==> src/hw/clock_switch_pkg.sv <==
// Purpose: shared constants and types for the cpu clock source switcher
// Assumes: one register per aligned 32-bit word, 8-bit data in bits 7:0
// Notes: stabilisation counts are in cycles of the x1 clock
package clock_switch_pkg;

  localparam int unsigned ADDR_W = 8;
  localparam int unsigned REG_W = 8;

  localparam logic [ADDR_W-1:0] OFS_OSC_RUN = 8'h00;
  localparam logic [ADDR_W-1:0] OFS_SYS_SEL = 8'h04;
  localparam logic [ADDR_W-1:0] OFS_SUB_SEL = 8'h08;
  localparam logic [ADDR_W-1:0] OFS_MODE = 8'h0C;
  localparam logic [ADDR_W-1:0] OFS_STAB_SEL = 8'h10;
  localparam logic [ADDR_W-1:0] OFS_STAB_STAT = 8'h14;
  localparam logic [ADDR_W-1:0] OFS_SUPPLY = 8'h18;

  // oscillator_run_control
  localparam int unsigned HIGH_STOP_BIT = 0;
  localparam int unsigned MID_EN_BIT = 1;
  localparam int unsigned CSC_ONE_BIT = 6;
  localparam int unsigned X1_STOP_BIT = 7;
  // system_clock_select_status
  localparam int unsigned ONCHIP_SEL_BIT = 0;
  localparam int unsigned ONCHIP_STAT_BIT = 1;
  localparam int unsigned MAIN_SEL_BIT = 4;
  localparam int unsigned MAIN_STAT_BIT = 5;
  localparam int unsigned SUB_SEL_BIT = 6;
  localparam int unsigned CPU_STAT_BIT = 7;
  // subsystem_clock_select, subsystem_supply_mode_reg
  localparam int unsigned LOW_SEL_BIT = 0;
  localparam int unsigned WUT_BIT = 0;
  // clock_operation_mode
  localparam int unsigned GAIN_BIT = 0;
  localparam int unsigned X1_MODE_BIT = 6;
  localparam int unsigned EXT_BIT = 7;
  // stabilization_time_select
  localparam int unsigned STAB_SEL_W = 3;

  // reset: cpu runs from the low-speed oscillator, main sources stopped
  localparam logic RST_HIGH_STOP = 1'b1;
  localparam logic RST_MID_EN = 1'b0;
  localparam logic RST_X1_STOP = 1'b1;
  localparam logic RST_SUB_SEL = 1'b1;
  localparam logic RST_LOW_SEL = 1'b1;
  localparam logic [STAB_SEL_W-1:0] RST_STAB_SEL = 3'h7;

  localparam int unsigned CNT_W = 19;
  localparam logic [1:0] HTRANS_NONSEQ = 2'h2;

  typedef enum logic [1:0] {
    SRC_HIGH = 2'b00,
    SRC_MIDDLE = 2'b01,
    SRC_X1 = 2'b10,
    SRC_LOW = 2'b11
  } cpu_peripheral_clock_src_type;

  typedef enum logic {
    BUS_IDLE = 1'b0,
    BUS_DATA = 1'b1
  } bus_phase_type;

  // x1 edge count of each status flag, bit 7 first
  function automatic logic [CNT_W-1:0] stab_threshold(input logic [2:0] i);
    logic [4:0] e;
    e = 5'h08;
    case (i)
      3'h0: e = 5'h08;
      3'h1: e = 5'h09;
      3'h2: e = 5'h0A;
      3'h3: e = 5'h0B;
      3'h4: e = 5'h0D;
      3'h5: e = 5'h0F;
      3'h6: e = 5'h11;
      default: e = 5'h12;
    endcase
    return CNT_W'(1) << e;
  endfunction

endpackage

==> src/hw/x1_stab_counter.sv <==
// Purpose: counts x1 edges after start and reports stabilisation flags
// Assumes: x1 clock below a third of the core clock
// Notes: external clock mode is reported stable as soon as it is run
`timescale 1ns/1ns
module x1_stab_counter
  import clock_switch_pkg::*;
(
  input wire logic clk_in,
  input wire logic nrst_in,
  input wire logic clk_en_in,
  input wire logic x1_pin_in,
  input wire logic run_in,
  input wire logic ext_in,
  input wire logic [STAB_SEL_W-1:0] sel_in,
  output logic [REG_W-1:0] status_out,
  output logic stable_out
);

  typedef struct packed {
    logic sync1;
    logic sync2;
    logic prev;
    logic [CNT_W-1:0] cnt;
    logic [REG_W-1:0] status;
    logic stable;
  } stab_state_type;

  stab_state_type r_q;
  stab_state_type r_d;
  logic [CNT_W-1:0] limit;

  assign limit = stab_threshold(sel_in);

  always_comb begin
    r_d = r_q;
    r_d.sync1 = x1_pin_in;
    r_d.sync2 = r_q.sync1;
    r_d.prev = r_q.sync2;
    if (!run_in) begin
      r_d.cnt = '0;
    end else if (r_q.sync2 && !r_q.prev && r_q.cnt < limit) begin
      r_d.cnt = r_q.cnt + CNT_W'(1);
    end
    // flags fill from bit 7 downward as time passes
    for (int i = 0; i < REG_W; i++) begin
      r_d.status[REG_W-1-i] = r_q.cnt >= stab_threshold(3'(i));
    end
    r_d.stable = run_in && (ext_in || r_q.cnt >= limit);
  end

  always_ff @(posedge clk_in or negedge nrst_in) begin
    if (!nrst_in) begin
      r_q <= '0;
    end else if (clk_en_in) begin
      r_q <= r_d;
    end
  end

  assign status_out = r_q.status;
  assign stable_out = r_q.stable;
endmodule

==> src/hw/cpu_clock_source_switcher.sv <==
// Purpose: cpu clock source control with an AHB-Lite register slave
// Assumes: one wait state on every transfer, word accesses only
// Notes: oscillator enables and the source select are registered outputs
`timescale 1ns/1ns
module cpu_clock_source_switcher
  import clock_switch_pkg::*;
(
  input wire logic CORE_CLK_IN,
  input wire logic NRST_IN,
  input wire logic CLK_EN_IN,
  input wire logic HSEL_IN,
  input wire logic [31:0] HADDR_IN,
  input wire logic [1:0] HTRANS_IN,
  input wire logic HWRITE_IN,
  input wire logic [2:0] HSIZE_IN,
  input wire logic [31:0] HWDATA_IN,
  input wire logic HREADY_IN,
  input wire logic X1_CLK_IN,
  output logic [31:0] HRDATA_OUT,
  output logic HREADYOUT_OUT,
  output logic HRESP_OUT,
  output logic HIGH_OSC_RUN_OUT,
  output logic MIDDLE_OSC_RUN_OUT,
  output logic LOW_OSC_RUN_OUT,
  output logic X1_OSC_RUN_OUT,
  output logic X1_EXT_MODE_OUT,
  output logic X1_GAIN_HIGH_OUT,
  output logic [1:0] CPU_PERIPHERAL_CLOCK_SRC_OUT
);

  typedef struct packed {
    bus_phase_type phase;
    logic hready;
    logic [31:0] hrdata;
    logic pend_write;
    logic [ADDR_W-1:0] pend_addr;
    logic high_osc_stop;
    logic middle_osc_enable;
    logic x1_osc_stop;
    logic subsystem_clock_select;
    logic cpu_clock_source_status;
    logic main_system_clock_select;
    logic main_clock_source_status;
    logic onchip_osc_select;
    logic onchip_osc_status;
    logic low_osc_select;
    logic wakeup_timer_clock_supply;
    logic x1_mode_select;
    logic external_input_select;
    logic x1_gain_select;
    logic [STAB_SEL_W-1:0] stab_sel;
    logic high_run;
    logic middle_run;
    logic low_run;
    logic x1_run;
    logic ext_mode;
    logic gain_high;
    cpu_peripheral_clock_src_type cpu_peripheral_clock_src;
  } sw_state_type;

  sw_state_type r_q;
  sw_state_type r_d;
  logic [REG_W-1:0] stab_status;
  logic x1_stable;
  logic x1_started;
  logic onchip_ok;
  logic main_src_ok;
  logic low_ok;
  logic accept;
  logic wr_now;
  logic [REG_W-1:0] wdata;

  // the counter runs whenever x1 mode is on and x1 is not stopped, external input included; external input needs no wait
  assign x1_started = !r_q.x1_osc_stop && r_q.x1_mode_select;

  x1_stab_counter u_stab (
    .clk_in(CORE_CLK_IN),
    .nrst_in(NRST_IN),
    .clk_en_in(CLK_EN_IN),
    .x1_pin_in(X1_CLK_IN),
    .run_in(x1_started),
    .ext_in(r_q.external_input_select),
    .sel_in(r_q.stab_sel),
    .status_out(stab_status),
    .stable_out(x1_stable)
  );

  assign onchip_ok = r_q.onchip_osc_select ? r_q.middle_osc_enable
                                           : !r_q.high_osc_stop;
  assign main_src_ok = r_q.main_system_clock_select ? x1_stable : onchip_ok;
  assign low_ok = r_q.low_osc_select || r_q.wakeup_timer_clock_supply;
  assign accept = HSEL_IN && HREADY_IN && HTRANS_IN[1] && r_q.hready;
  assign wr_now = (r_q.phase == BUS_DATA) && !r_q.hready && r_q.pend_write;
  assign wdata = HWDATA_IN[REG_W-1:0];

  function automatic logic [REG_W-1:0] read_reg(input sw_state_type s,
      input logic [ADDR_W-1:0] a, input logic [REG_W-1:0] stab);
    logic [REG_W-1:0] v;
    v = '0;
    case (a)
      OFS_OSC_RUN: begin
        v[HIGH_STOP_BIT] = s.high_osc_stop;
        v[MID_EN_BIT] = s.middle_osc_enable;
        v[CSC_ONE_BIT] = 1'b1;
        v[X1_STOP_BIT] = s.x1_osc_stop;
      end
      OFS_SYS_SEL: begin
        v[ONCHIP_SEL_BIT] = s.onchip_osc_select;
        v[ONCHIP_STAT_BIT] = s.onchip_osc_status;
        v[MAIN_SEL_BIT] = s.main_system_clock_select;
        v[MAIN_STAT_BIT] = s.main_clock_source_status;
        v[SUB_SEL_BIT] = s.subsystem_clock_select;
        v[CPU_STAT_BIT] = s.cpu_clock_source_status;
      end
      OFS_SUB_SEL: begin
        v[LOW_SEL_BIT] = s.low_osc_select;
      end
      OFS_MODE: begin
        v[GAIN_BIT] = s.x1_gain_select;
        v[X1_MODE_BIT] = s.x1_mode_select;
        v[EXT_BIT] = s.external_input_select;
      end
      OFS_STAB_SEL: begin
        v[STAB_SEL_W-1:0] = s.stab_sel;
      end
      OFS_STAB_STAT: begin
        v = stab;
      end
      OFS_SUPPLY: begin
        v[WUT_BIT] = s.wakeup_timer_clock_supply;
      end
      default: begin
        v = '0;
      end
    endcase
    return v;
  endfunction

  always_comb begin
    r_d = r_q;
    if (r_q.phase == BUS_DATA && !r_q.hready) begin
      r_d.hready = 1'b1;
      r_d.phase = BUS_IDLE;
      r_d.hrdata = '0;
      if (r_q.pend_write) begin
        case (r_q.pend_addr)
          OFS_OSC_RUN: begin
            r_d.high_osc_stop = wdata[HIGH_STOP_BIT];
            r_d.middle_osc_enable = wdata[MID_EN_BIT];
            r_d.x1_osc_stop = wdata[X1_STOP_BIT];
          end
          OFS_SYS_SEL: begin
            r_d.onchip_osc_select = wdata[ONCHIP_SEL_BIT];
            r_d.main_system_clock_select = wdata[MAIN_SEL_BIT];
            r_d.subsystem_clock_select = wdata[SUB_SEL_BIT];
          end
          OFS_SUB_SEL: begin
            r_d.low_osc_select = wdata[LOW_SEL_BIT];
          end
          OFS_MODE: begin
            r_d.x1_gain_select = wdata[GAIN_BIT];
            r_d.x1_mode_select = wdata[X1_MODE_BIT];
            r_d.external_input_select = wdata[EXT_BIT];
          end
          OFS_STAB_SEL: begin
            r_d.stab_sel = wdata[STAB_SEL_W-1:0];
          end
          OFS_SUPPLY: begin
            r_d.wakeup_timer_clock_supply = wdata[WUT_BIT];
          end
          default: begin
            r_d.hrdata = '0;
          end
        endcase
      end else begin
        r_d.hrdata = {{(32-REG_W){1'b0}},
                      read_reg(r_q, r_q.pend_addr, stab_status)};
      end
    end else if (accept) begin
      r_d.phase = BUS_DATA;
      r_d.hready = 1'b0;
      r_d.pend_write = HWRITE_IN;
      r_d.pend_addr = HADDR_IN[ADDR_W-1:0];
    end

    // status bits move only once the requested source is really running
    if (r_q.subsystem_clock_select && low_ok) begin
      r_d.cpu_clock_source_status = 1'b1;
    end else if (!r_q.subsystem_clock_select && main_src_ok) begin
      r_d.cpu_clock_source_status = 1'b0;
    end
    if (r_q.main_system_clock_select && x1_stable) begin
      r_d.main_clock_source_status = 1'b1;
    end else if (!r_q.main_system_clock_select && onchip_ok) begin
      r_d.main_clock_source_status = 1'b0;
    end
    if (onchip_ok) begin
      r_d.onchip_osc_status = r_q.onchip_osc_select;
    end

    r_d.high_run = !r_q.high_osc_stop;
    r_d.middle_run = r_q.middle_osc_enable;
    r_d.low_run = low_ok;
    r_d.x1_run = !r_q.x1_osc_stop && r_q.x1_mode_select;
    r_d.ext_mode = r_q.x1_mode_select && r_q.external_input_select;
    r_d.gain_high = r_q.x1_gain_select;
    if (r_q.cpu_clock_source_status) begin
      r_d.cpu_peripheral_clock_src = SRC_LOW;
    end else if (r_q.main_clock_source_status) begin
      r_d.cpu_peripheral_clock_src = SRC_X1;
    end else if (r_q.onchip_osc_status) begin
      r_d.cpu_peripheral_clock_src = SRC_MIDDLE;
    end else begin
      r_d.cpu_peripheral_clock_src = SRC_HIGH;
    end
  end

  always_ff @(posedge CORE_CLK_IN or negedge NRST_IN) begin
    if (!NRST_IN) begin
      r_q <= '0;
      r_q.hready <= 1'b1;
      r_q.high_osc_stop <= RST_HIGH_STOP;
      r_q.middle_osc_enable <= RST_MID_EN;
      r_q.x1_osc_stop <= RST_X1_STOP;
      r_q.subsystem_clock_select <= RST_SUB_SEL;
      r_q.cpu_clock_source_status <= RST_SUB_SEL;
      r_q.low_osc_select <= RST_LOW_SEL;
      r_q.stab_sel <= RST_STAB_SEL;
      r_q.low_run <= RST_LOW_SEL;
      r_q.cpu_peripheral_clock_src <= SRC_LOW;
    end else if (CLK_EN_IN) begin
      r_q <= r_d;
    end
  end

  assign HRDATA_OUT = r_q.hrdata;
  assign HREADYOUT_OUT = r_q.hready;
  assign HRESP_OUT = 1'b0;
  assign HIGH_OSC_RUN_OUT = r_q.high_run;
  assign MIDDLE_OSC_RUN_OUT = r_q.middle_run;
  assign LOW_OSC_RUN_OUT = r_q.low_run;
  assign X1_OSC_RUN_OUT = r_q.x1_run;
  assign X1_EXT_MODE_OUT = r_q.ext_mode;
  assign X1_GAIN_HIGH_OUT = r_q.gain_high;
  assign CPU_PERIPHERAL_CLOCK_SRC_OUT = r_q.cpu_peripheral_clock_src;
endmodule

==> config.mk <==
export PLATFORM = sky130hd
export DESIGN_NAME = cpu_clock_source_switcher
export DESIGN_NICKNAME = d
export VERILOG_FILES = /design/src/hw/clock_switch_pkg.sv /design/src/hw/x1_stab_counter.sv /design/src/hw/cpu_clock_source_switcher.sv
export SDC_FILE = /design/constraint.sdc
export NUM_CORES = 1
export LEC_CHECK = 0
export ABC_AREA = 1
export BUFFER_PORTS_ARGS = -buffer_cell sky130_fd_sc_hd__buf_4
export CAP_MARGIN = 20
export CORE_MARGIN = 2
export CORE_UTILIZATION = 25
export DETAILED_ROUTE_END_ITERATION = 8
export PLACE_DENSITY = 0.47
export SETUP_SLACK_MARGIN = 0.05
export SKIP_CTS_REPAIR_TIMING = 1
export SLEW_MARGIN = 20
export SYNTH_ARGS = -nofsm -noshare
export SYNTH_HDL_FRONTEND = slang
export SYNTH_SLANG_ARGS = --single-unit
export TNS_END_PERCENT = 10
==> constraint.sdc <==
create_clock -name CORE_CLK_IN -period 2.7 [get_ports CORE_CLK_IN]
set_input_delay 0.27 -clock CORE_CLK_IN [delete_from_list [all_inputs] [get_ports CORE_CLK_IN]]
set_output_delay 0.27 -clock CORE_CLK_IN [all_outputs]
set_load 0.03 [all_outputs]
=== After elaboration in Yosys (flattened, before gate mapping) ===
Cells that the tools add are included.

* Add/subtract/negate cells: 1
* Multipliers: 0
* Divide/modulo/power cells: 0
* Magnitude comparators: 10
* Equal/unequal tests: 13
* Shift operators: 1
* Muxes and demuxes: 21
* Bitwise operators: 1
* Reductions and logical operators: 39

{| class="wikitable"
|+ Operators with widths
! operator !! count
|-
| two-way mux 19 bit || 2
|-
| one-hot mux 5 bit (7 select lines) || 1
|-
| equality test 8 x 5 -> 1 bit (second input constant) || 3
|-
| AND reduction 4 bit || 6
|-
| adder 19 x 1 -> 19 bit (second input constant) || 1
|-
| >= comparator 19 x 10 -> 1 bit (second input constant) || 1
|-
| >= comparator 19 x 11 -> 1 bit (second input constant) || 1
|-
| >= comparator 19 x 12 -> 1 bit (second input constant) || 1
|-
| >= comparator 19 x 14 -> 1 bit (second input constant) || 1
|-
| >= comparator 19 x 16 -> 1 bit (second input constant) || 1
|-
| >= comparator 19 x 18 -> 1 bit (second input constant) || 1
|-
| >= comparator 19 bit || 1
|-
| >= comparator 19 bit (second input constant) || 1
|-
| >= comparator 19 x 9 -> 1 bit (second input constant) || 1
|-
| < comparator 19 bit || 1
|-
| left shift 1 x 5 -> 19 bit (first input constant) || 1
|-
| equality test 8 x 4 -> 1 bit (second input constant) || 2
|-
| logical AND 1 bit || 13
|-
| AND reduction 2 bit || 6
|-
| equality test 3 bit (second input constant) || 3
|-
| equality test 8 x 3 -> 1 bit (second input constant) || 1
|-
| zero test 8 bit || 1
|-
| two-way mux 1 bit || 8
|-
| two-way mux 2 bit || 4
|-
| 15 further kinds || 24
|}

* Bits in registers: 99
* Bits in latches: 0
* Bits in writable memories: 0
* Bits in read-only memories: 0
* Word-level logic and storage cells: 119
* Memories kept: 0

=== Longest topological paths before layout ===
Gate-level depths: netlist of run 1.

* Word-level depth: 7
* Mapped depth: 15

=== Hierarchy ===
Synthesis of run 1 repeated with hierarchy kept, for this count alone.

* Cell total of the unflattened synthesis: 621
* Area, all modules: 4,618.2 sq um

{| class="wikitable"
|+ Modules (own cells, without submodules)
! module !! times used !! cells each !! area an instance (sq um) !! sequential area each (sq um)
|-
| cpu_clock_source_switcher || 1 || 298 || 2,368.5 || 1,116.1
|-
| x1_stab_counter || 1 || 323 || 2,249.7 || 775.7
|}

=== Worst setup path after synthesis of run 1 ===
Ideal clock, no wire load.

* Path kind: register to register
* From: reg r_q[8] (netlist name)
* To: reg u_stab.r_q[9] (netlist name)
* Setup time: 0.117 ns
* Arrival: 1.804 ns
* Required time: 2.583 ns
* Slack: 0.779 ns
* Cell stages (with the launch flop): 13
* Clock period less this slack: 1.921 ns
* Cell sequence: dfstp_2 > nand3_1 > ha_1 > a21oi_1 > nand2_1 > inv_1 > nand2_1 > nor2_2 > nand3_2 > buf_6 > buf_6 > nand3_1 > nand2_1

* Cells in the longest elaborated chain, start to end: 7
* Elaborated cells on any way between the ends: 13

{| class="wikitable"
|+ Ends and longest elaborated chain
! what !! line !! text
|-
| start, declared || cpu_clock_source_switcher.sv:61 || <nowiki>sw_state_type r_q;</nowiki>
|-
| start signal, assigned || cpu_clock_source_switcher.sv:232 || <nowiki>r_q <= r_d;</nowiki>
|-
| equality test 3 bit, or another cell as far along || clock_switch_pkg.sv:66 || <nowiki>case (i)</nowiki>
|-
| one-hot mux 5 bit (7 select lines) * || clock_switch_pkg.sv:66 ||
|-
| left shift 1 x 5 -> 19 bit * || clock_switch_pkg.sv:76 || <nowiki>return CNT_W'(1) << e;</nowiki>
|-
| < comparator 19 bit * || x1_stab_counter.sv:41 || <nowiki>end else if (r_q.sync2 && !r_q.prev && r_q.cnt < limit) begin</nowiki>
|-
| logical AND 1 bit * || x1_stab_counter.sv:41 ||
|-
| inequality test 2 bit (no line) * || n/a ||
|-
| AND reduction 2 bit (no line) * || n/a ||
|-
| end signal, assigned || x1_stab_counter.sv:55 || <nowiki>r_q <= r_d;</nowiki>
|-
| end, declared || x1_stab_counter.sv:28 || <nowiki>stab_state_type r_q;</nowiki>
|}

Every way passes the cells marked *; elsewhere a longest branch is shown, timed or not.
A chain may end at the register's enable or synchronous reset.

=== Worst setup path after layout of run 1 ===
* From: reg r_q[9] (netlist name)
* To: reg u_stab.r_q[20] (netlist name)

Same word-level chain as after synthesis.

==> metrics.cfg, run 1 <==
[critical_path]
crit_arrival_ns = 2.40
startpoint_type = flip-flop
path_class = reg2reg
critPathMaxFanout = 17
endpoint_kind = flip-flop
cp.required_ns = 2.93

[clock_network]
clock_path_buffers = 2
cts_made_buffers = 9
htree_levels = 3
clk-insertion-delay-late_ns = 0.35
cts_tree = yes
cts.clk_slew.worst_paths_ns = 0.06
clock_sinks = 75
cts_root_buffer = clkbuf_16

[timing]
period_minus_slack_ns = 2.17
hold_viol = 0
post-route-period-util_pct = 80.4
drv_slew = 0
fin_setup_tns_ns = 0
whs_ns = 0.0895
setup_viol = 0
maxSlewHeadroom_pct = 34.8
fmax_ghz = 0.461
skew_ns = 0.00869
worst_pin_slew_ns = 0.978
rsz0062_at_grt = false

[power]
switching_share_pct = 30.5
p_leak_nw = 2.57
p_per_area_nw_per_um2 = 586
intPower_mw = 2.12
net-switching-power_uw = 929
vdd_drop_max_v = 0.000336
power_frac_seq_pct = 43.2
pwr-share-clk_pct = 40.2
p_comb_share_pct = 16.6

[place]
place_hpwl_um = 8150
numPortBuffers = 38
gp_congestion = 0.836

[logic_synthesis]
synth_edf_count = 0
synth_compound_area_share_pct = 6.58
synth_adder_area_share_pct = 4.14
ys_seq_area_share_pct = 41.8
synth_top_area_share_pct = 34.8
syn_inst = 621
synth.area.top_cells = dfrtp_1 (35%), nand2_1 (16%), dfstp_2 (7.0%)
synth_xor_area_share_pct = 2.32
avgSynthCellArea_um2 = 7.29
yosys.area.top_type = dfrtp_1
synth_area_um2 = 4530
yosysWarnings = 0
synth_top_family_by_area = simple AND/OR/NAND/NOR gates
ys.flop_type = dfrtp_1
synth.area.mux_share_pct = 0.442
synth-async-reset-ratio_pct = 100
yosysUniqueCellTypes = 35
ys_seq_elements = 75
synthSimpleGateAreaFrac_pct = 31.8

[hold_path]
min_path_type = in2async

[grt]
grt_start_max_net_pins = 76
grt_pass1_vias = 3650
grt_pass1_wl_um = 19200
grt-ovfl-total = 0
antenna_found_initial = 0
grtUsageTotal_pct = 12.5

[routing]
drtIter0Drc = 213
wirelength_um = 11500
viasPerCell = 4.28
drc = 0
first_pass_iters = 4
wire_per_inst_um = 12.9
antenna_left = 0
via_count = 3802

[final_layout]
n_antenna_cell = 0
final_cell_mix = nand2_1 (194), nor2_1 (73), dfrtp_1 (63), inv_1 (63), nand3_1 (55)
nNetsFinal = 747
n_fill_cell = 1987
drive_gt1_share_pct = 12.0
synthToLayoutAreaGrowth_pct = 14.9
final_common_cell = nand2_1

[floorplan]
row_count = 49
dieArea_um2 = 19200
io-pin-count = 118
coreArea_um2 = 17800
start_util_pct = 25.4
fp.dieH_um = 139
die_w_um = 139

[run]
cap_violations = 0

[status]
status = finished clean

## worst paths after layout
| check | startpoint | cells past startpoint | endpoint | slack, ns |
|---|---|---|---|---|
| max | r_q[9] | 11 | u_stab.r_q[20] | 0.53 |
| min | NRST_IN | 1 | r_q[30] | 0.09 |
| max reg2reg | r_q[9] | 11 | u_stab.r_q[20] | 0.53 |
| min reg2reg | u_stab.r_q[28] | 2 | u_stab.r_q[28] | 0.47 |
| max in group asynchronous | NRST_IN | 1 | u_stab.r_q[26] | 1.98 |
| min in group CORE_CLK_IN | HADDR_IN[7] | 3 | r_q[32] | 0.13 |
## power by group through the flow
stage | clock network, mW | registers (mW) | logic [mW]
3_3_place_gp | 0 | 1.34 | 0.512
3_5_place_dp | 0 | 1.34 | 0.513
4_1_cts | 1.26 | 1.32 | 0.514
2_1_floorplan | 0 | 1.34 | 0.373
5_1_grt | 1.30 | 1.33 | 0.576
6_report | 1.23 | 1.32 | 0.508
## flip-flops by register name, summed over array words and instances, names as in the netlist
register and cells:
r_q 25, u_stab.r_d 2, CPU_PERIPHERAL_CLOCK_SRC_OUT 2, LOW_OSC_RUN_OUT 1, X1_GAIN_HIGH_OUT 1, HREADYOUT_OUT 1
HRDATA_OUT 8, u_stab.status_out 8, X1_EXT_MODE_OUT 1, u_stab.r_q 20, HIGH_OSC_RUN_OUT 1, u_stab.stable_out 1
X1_OSC_RUN_OUT 1, r_d 2, MIDDLE_OSC_RUN_OUT 1
## Yosys cell counts, types with 4 or more instances
cell	instances
clkbuf_1	4
buf_2	4
nor3_1	7
nand4_1	8
dfrtp_1	63
inv_1	63
dfstp_2	12
buf_4	35
nand2_1	194
a21oi_1	11
xor2_1	10
o21ai_0	37
nor2_1	73
nand3_1	55
ha_1	15
## through the flow
stage	total power, mW	setup WS, ns	utilization [%]	instances	cell area, µm²
floorplan	1.72	0.779	-	649	4630
global placement	1.85	0.504	27.5	874	4910
detailed placement	1.85	0.504	27.5	874	4910
CTS	3.09	0.487	29.2	889	5200
global route	3.21	0.246	29.2	889	5200
finish	3.05	0.530	29.2	889	5200
## worst max-delay path, stage by stage, from the launching register on
cell	delay, ns
dfstp_2	0.59
nand3_1	0.11
ha_1	0.33
nand2_1	0.10
nor2_1	0.15
nand3_1	0.10
nor2_1	0.12
nor2_2	0.06
nand3_2	0.07
nand2_2	0.22
nand2_1	0.14
nand2_1	0.05
## area by class of cell
type | count | area (µm²) | area share [%]
sequential | 75 | 1890 | 36.3
clock buffer | 11 | 243 | 4.66
tap | 229 | 287 | 5.50
inverter | 64 | 240 | 4.62
multi-input combinational | 462 | 2160 | 41.5
timing repair buffer | 44 | 330 | 6.35
clock inverter | 4 | 51.3 | 0.986
## layer usage
layer / global-route usage [%] / vias to the layer above / wire length [µm]
met4: 3.71 / 0 / 143
met1: 16.5 / 1769 / 5720
li1: - / 1973 / -
met2: 20.3 / 51 / 5190
met5: 0 / - / 0
met3: 3.42 / 9 / 395
## kinds of logic (layout without fill, tap and decap cells)
| family | Yosys count | after routing |
|---|---|---|
| buf+inv | 112 | 123 |
| compound gates | 56 | 56 |
| xor+xnor | 12 | 12 |
| mux | 2 | 2 |
| flops | 75 | 75 |
| other cells | 2 | 30 |
| simple gates | 347 | 347 |
| fa+ha+maj | 15 | 15 |
(Power assumes the default switching activity.)
==> run 2, diff against run 1 <==
--- a/config.mk
+++ b/config.mk
@@ -5,7 +5,7 @@
 export SDC_FILE = /design/constraint.sdc
 export NUM_CORES = 1
 export LEC_CHECK = 0
-export ABC_AREA = 1
+export ABC_AREA = 0
 export BUFFER_PORTS_ARGS = -buffer_cell sky130_fd_sc_hd__buf_4
 export CAP_MARGIN = 20
 export CORE_MARGIN = 2
==> constraint.sdc (replaced) <==
create_clock -name CORE_CLK_IN -period 2.04 [get_ports CORE_CLK_IN]
set_input_delay 0.204 -clock CORE_CLK_IN [delete_from_list [all_inputs] [get_ports CORE_CLK_IN]]
set_output_delay 0.204 -clock CORE_CLK_IN [all_outputs]
set_load 0.03 [all_outputs]
==> metrics.cfg, run 2 <==
[status]
status = complete, but fails checks
failed_checks = setup timing

[hold_path]
min_from = HWRITE_IN
min_path_type = in2reg

[grt]
grtUsageTotal_pct = 11.9  ; -0.62 points
antenna_found_initial = 0  ; unchanged
grt_pass1_wl_um = 16300  ; -15%
grt-ovfl-total = 0  ; unchanged
grt_start_max_net_pins = 50  ; -34%
grt_pass1_vias = 3076  ; -16%

[final_layout]
final_common_cell = buf_4
nNetsFinal = 566  ; -24%
regMostFlops = r_q
layout.cells.non_filler = 696  ; -22%
final_cell_mix = buf_4 (80), dfrtp_1 (63), nor2_1 (37)
largest_reg_flops = 25  ; unchanged
reg_top3 = r_q (25), u_stab.r_q (20)
n_antenna_cell = 0  ; unchanged
drive_gt1_share_pct = 38.1  ; +26 points
synthToLayoutAreaGrowth_pct = 30.9

[critical_path]
worstPathCellList = or3b_4 > ha_4 > nand3_4 > a311oi_4 > o21ai_4 > buf_6 > nand3_4 > or3_4 > a21oi_2
worst_path_max_delay_cell = dfstp_2
endpoint_kind = flip-flop
rr_startpoint = r_q[9]
path_class = reg2reg
critPathMaxFanout = 5  ; -12
cp.required_ns = 2.30  ; -0.63 ns
cpMostUsedCell = nand3_4
slowest_delay_ns = 0.56  ; -0.03 ns
startpoint_type = flip-flop
cp-startpoint = r_q[9]
crit_arrival_ns = 2.68  ; +0.28 ns

[logic_synthesis]
synth_area_um2 = 4080  ; -9.9%
ys_seq_area_share_pct = 46.4  ; +4.6 points
synth-async-reset-ratio_pct = 100  ; unchanged
synth_edf_count = 0  ; unchanged
syn_inst = 399  ; -36%
avgSynthCellArea_um2 = 10.2  ; +40%
yosysWarnings = 0  ; unchanged
yosys.area.top_type = dfrtp_1
ys.flop_type = dfrtp_1
yosysMostFrequentCell = dfrtp_1
synth_top_area_share_pct = 38.7  ; +3.8 points
synth.area.top_cells = dfrtp_1 (39%), mux2_2 (8.6%), dfstp_2 (7.7%)
yosysUniqueCellTypes = 55  ; +57%
ys_top_cells_by_count = dfrtp_1 (63), nor2_1 (37), buf_4 (35), mux2_2 (31), nand2_1 (26)
ys_seq_elements = 75  ; unchanged

[power]
switching_share_pct = 27.0  ; -3.4 points
p_leak_nw = 2.47  ; -3.8%
power_mw = 3.52  ; +15%
net-switching-power_uw = 951  ; +2.3%
p_per_area_nw_per_um2 = 659  ; +12%
intPower_mw = 2.57  ; +21%
p_comb_share_pct = 11.8  ; -4.8 points
power_frac_seq_pct = 46.2  ; +3.0 points
pwr-share-clk_pct = 42.0  ; +1.8 points
vdd_drop_max_v = 0.000413  ; +23%

[routing]
viasPerCell = 4.44  ; +3.8%
drc = 0  ; unchanged
first_pass_iters = 4  ; unchanged
drtIter0Drc = 144  ; -32%
antenna_left = 0  ; unchanged
wire_per_inst_um = 14.5  ; +13%
via_count = 3090  ; -19%
wirelength_um = 10100  ; -12%

[timing]
drv_slew = 0  ; unchanged
worst_slack_ns = -0.375  ; -0.905 ns
setup_viol = 34  ; +34
fmax_ghz = 0.414  ; -10%
worst_pin_slew_ns = 0.691  ; -0.287 ns
rsz0062_at_grt = true
maxSlewHeadroom_pct = 53.5  ; +19 points
hold_viol = 0  ; unchanged
post-route-period-util_pct = 118  ; +38 points
period_minus_slack_ns = 2.42  ; +0.245 ns
skew_ns = 0.00641  ; -0.00228 ns

[clock_network]
cts.clk_slew.worst_paths_ns = 0.06  ; about the same
cts_tree = yes
clk-insertion-delay-late_ns = 0.33  ; -0.02 ns
clock_path_buffers = 2  ; unchanged
cts_made_buffers = 9  ; unchanged
htree_levels = 3  ; unchanged
clock_sinks = 75  ; unchanged
cts_root_buffer = clkbuf_16

[place]
numPortBuffers = 38  ; unchanged
place_hpwl_um = 7460  ; -8.4%
gp_congestion = 0.835  ; -0.12%
place_inst = 675  ; -23%

[floorplan]
io-pin-count = 118  ; unchanged
die_w_um = 132  ; -5.0%
dieArea_um2 = 17300  ; -9.7%
fp.dieH_um = 132  ; -5.0%
start_util_pct = 25.7  ; +0.29 points
coreArea_um2 = 15900  ; -11%
row_count = 46  ; -6.1%

[run]
cap_violations = 0  ; unchanged

[run 2: cell types whose count changed after synthesis, moves of 20 or more]
cell,previous run,this run
nand2_1,194,26
o21ai_0,37,17
mux2_2,0,31
nand3_1,55,19
nor2_1,73,37
inv_1,63,14
[run 2: power groups by stage]
stage / logic [mW] / clock network [mW] / registers [mW]
after detailed placement: 0.375 / 0 / 1.65
after global placement: 0.368 / 0 / 1.64
after CTS: 0.376 / 1.52 / 1.62
after floorplan: 0.271 / 0 / 1.64
final: 0.415 / 1.48 / 1.62
after global routing: 0.464 / 1.59 / 1.64
[run 2: cells by family after synthesis]
group	after synthesis	synth area share [%]
other	2	0.184
flip-flops	75	46.4
buffers and inverters	64	9.11
adder cells (fa/ha/maj)	15	4.60
AND/OR/NAND/NOR	134	17.6
AO/OA/AOI/OAI	60	9.30
multiplexers	34	9.60
XOR/XNOR	15	3.22
[run 2: worst paths after layout]
kind,end,cells after the start,slack [ns]
worst max-delay path,u_stab.r_q[12],9,-0.38
worst min-delay path,r_q[33],2,0.1
worst max register to register,u_stab.r_q[12],9,-0.38
worst min register to register,r_q[67],2,0.48
max in group asynchronous,r_q[9],3,1.06
min in group asynchronous,HRDATA_OUT[0],2,0.33
[run 2: area by class of cell]
class | instances | area [µm²]
clock buffers | 12 | 246
clock inverters | 4 | 27.5
repair buffers | 87 | 689
fillers | 1629 | 10500
multi-input cells | 288 | 2160
flip-flops and latches | 75 | 1890
well taps | 216 | 270
inverters | 14 | 52.6
[run 2: per-stage QoR]
stage          TNS, ns  setup slack [ns]  utilization (%)  hold WS [ns]  instance area (µm²)
2_1_floorplan    -7.32            -0.403                -       -0.0916                 4280
3_3_place_gp     -8.56            -0.352             30.5         0.146                 4850
3_5_place_dp     -9.36            -0.387             30.5         0.154                 4850
4_1_cts         -10.03            -0.412             32.2        -0.210                 5120
5_1_grt         -12.56            -0.472             33.6        0.0913                 5340
6_report         -9.63            -0.375             33.6        0.0993                 5340
[run 2: metal layers]
layer  share of wire (%)  track usage (%)
met3                 3.6             2.20
met5                   0                0
met1                  50             16.5
met2                  45             18.2
met4                 1.6             4.95
[run 2: critical path: cells and delay by family (launching register included)]
family                     cells  cell delay, ns
adders and majority gates      1            0.25
AOI/OAI and AO/OA              3            0.44
buffers and inverters          1            0.14
and+or+nand+nor                4            0.96
DFF                            1            0.56
==> run 3, diff against run 2 <==
--- a/config.mk
+++ b/config.mk
@@ -9,9 +9,9 @@
 export BUFFER_PORTS_ARGS = -buffer_cell sky130_fd_sc_hd__buf_4
 export CAP_MARGIN = 20
 export CORE_MARGIN = 2
-export CORE_UTILIZATION = 25
+export CORE_UTILIZATION = 52
 export DETAILED_ROUTE_END_ITERATION = 8
-export PLACE_DENSITY = 0.47
+export PLACE_DENSITY = 0.83
 export SETUP_SLACK_MARGIN = 0.05
 export SKIP_CTS_REPAIR_TIMING = 1
 export SLEW_MARGIN = 20
==> metrics.cfg, run 3 (synthesized netlist as in run 2, its figures left out) <==
[status]
status = complete, but fails checks
failed_checks = setup timing

[final_layout]
nNetsFinal = 567  ; +0.18%
drive_gt1_share_pct = 37.8  ; -0.29 points
synthToLayoutAreaGrowth_pct = 24.7
final_cell_mix = buf_4 (81), dfrtp_1 (63), nor2_1 (37)
n_antenna_cell = 0  ; unchanged
finalInstanceArea_um2 = 5080  ; -4.7%
largest_reg_flops = 25  ; unchanged
reg_top3 = r_q (25), u_stab.r_q (20)
regMostFlops = r_q
final_common_cell = buf_4
layout.cells.non_filler = 583  ; -16%

[clock_network]
clock_path_buffers = 2  ; unchanged
cts_made_buffers = 9  ; unchanged
cts_tree = yes
htree_levels = 3  ; unchanged
cts.clk_slew.worst_paths_ns = 0.08  ; +0.02 ns
cts_root_buffer = clkbuf_8
clk-insertion-delay-late_ns = 0.35  ; +0.02 ns
clock_sinks = 75  ; unchanged

[power]
power_mw = 3.06  ; -13%
vdd_drop_max_v = 0.000498  ; +21%
p_per_area_nw_per_um2 = 602  ; -8.6%
p_leak_nw = 2.42  ; -2.0%

[grt]
grt_pass1_vias = 3134  ; +1.9%
grt_pass1_wl_um = 15000  ; -7.8%
grt_start_max_net_pins = 40  ; -20%
antenna_found_initial = 0  ; unchanged
grt-ovfl-total = 0  ; unchanged
grtUsageTotal_pct = 22.5  ; +11 points

[timing]
maxSlewHeadroom_pct = 55.0  ; +1.5 points
drv_slew = 0  ; unchanged
worst_pin_slew_ns = 0.669  ; -0.0217 ns
skew_ns = 0.0100  ; +0.00364 ns
worst_slack_ns = -0.435  ; -0.0600 ns
fin_setup_tns_ns = -11.32  ; -1.69 ns
rsz0062_at_grt = true
hold_viol = 0  ; unchanged
setup_viol = 34  ; unchanged
period_minus_slack_ns = 2.48  ; +0.0600 ns
post-route-period-util_pct = 121  ; +2.9 points
fmax_ghz = 0.404  ; -2.4%

[place]
place_hpwl_um = 6630  ; -11%
place_inst = 563  ; -17%
numPortBuffers = 38  ; unchanged
place_area_um2 = 4710  ; -2.9%
gp_congestion = 0.857  ; +2.7%

[routing]
via_count = 3243  ; +5.0%
drc = 0  ; unchanged
drtIter0Drc = 178  ; +24%
wire_per_inst_um = 16.7  ; +15%
antenna_left = 0  ; unchanged
viasPerCell = 5.56  ; +25%
first_pass_iters = 5  ; +1
wirelength_um = 9750  ; -3.6%

[floorplan]
fp.dieH_um = 92.6  ; -30%
start_util_pct = 53.3  ; +28 points
die_w_um = 92.6  ; -30%
row_count = 32  ; -30%
io-pin-count = 118  ; unchanged
dieArea_um2 = 8570  ; -51%
coreArea_um2 = 7650  ; -52%

[critical_path]
cp.required_ns = 2.28  ; -0.02 ns
endpoint_kind = flip-flop
path_class = reg2reg
startpoint_type = flip-flop
critPathMaxFanout = 6  ; +1
crit_arrival_ns = 2.71  ; +0.03 ns

[run]
cap_violations = 0  ; unchanged

[hold_path]
min_path_type = in2reg

run 3: cell types whose count changed in the layout (fill, tap and decap cells not counted), moves of 3 or more:
| cell | previous run | this run |
|---|---|---|
| a21oi_2 | 6 | 3 |
| clkbuf_16 | 9 | 0 |
| clkbuf_8 | 1 | 10 |
| mux2_2 | 28 | 25 |
| mux2_4 | 3 | 6 |
| nand3_2 | 2 | 5 |
| o21ai_0 | 11 | 8 |
run 3: critical path, cell delays in order (launching register included):
cell	delay [ns]
dfstp_2	0.57
or3b_4	0.40
ha_4	0.32
nand3_4	0.09
a311oi_4	0.34
o21ai_4	0.15
buf_6	0.16
nand4_1	0.10
xor2_1	0.17
nor2_1	0.06
run 3: cell type report:
class / instances / area, µm²
Inverter: 14 / 52.6
Timing Repair Buffer: 88 / 694
Sequential cell: 75 / 1890
Multi-Input combinational cell: 288 / 2150
Tap cell: 102 / 128
Clock inverter: 4 / 27.5
Clock buffer: 12 / 145
Fill cell: 557 / 2560
run 3: per-stage QoR:
stage | util (%) | worst slack, ns | hold WS [ns]
6_report | 66.5 | -0.435 | 0.0675
5_1_grt | 66.5 | -0.514 | 0.0712
4_1_cts | 63.8 | -0.422 | -0.170
3_5_place_dp | 61.6 | -0.402 | 0.209
3_3_place_gp | 61.6 | -0.328 | 0.200
2_1_floorplan | - | -0.403 | -0.0916
run 3: where the power goes:
group / leakage [nW] / total, mW / switching [mW] / internal [mW]
combinational: 1.39 / 0.410 / 0.258 / 0.152
sequential: 0.951 / 1.62 / 0.0678 / 1.55
clock: 0.0786 / 1.03 / 0.559 / 0.474
run 3: path summary, 6_finish.rpt:
check	startpoint	to	slack, ns	depth (start not counted)
worst min-delay path	HWDATA_IN[7]	r_q[12]	0.07	3
worst min register to register	r_q[67]	r_q[67]	0.48	2
worst max register to register	r_q[9]	u_stab.r_q[19]	-0.44	9
min in group asynchronous	NRST_IN	u_stab.r_q[21]	0.37	2
worst max-delay path	r_q[9]	u_stab.r_q[19]	-0.44	9
max in group asynchronous	NRST_IN	LOW_OSC_RUN_OUT	0.97	3
run 3: metal layers:
metal	vias to the layer above	track usage (%)	share of wire [%]	wire (µm)
li1	1502	-	-	-
met1	1605	31.1	43	4190
met2	118	35.3	50	4870
met3	18	2.93	4.7	462
met4	0	10.9	2.3	224
met5	-	0	0	0
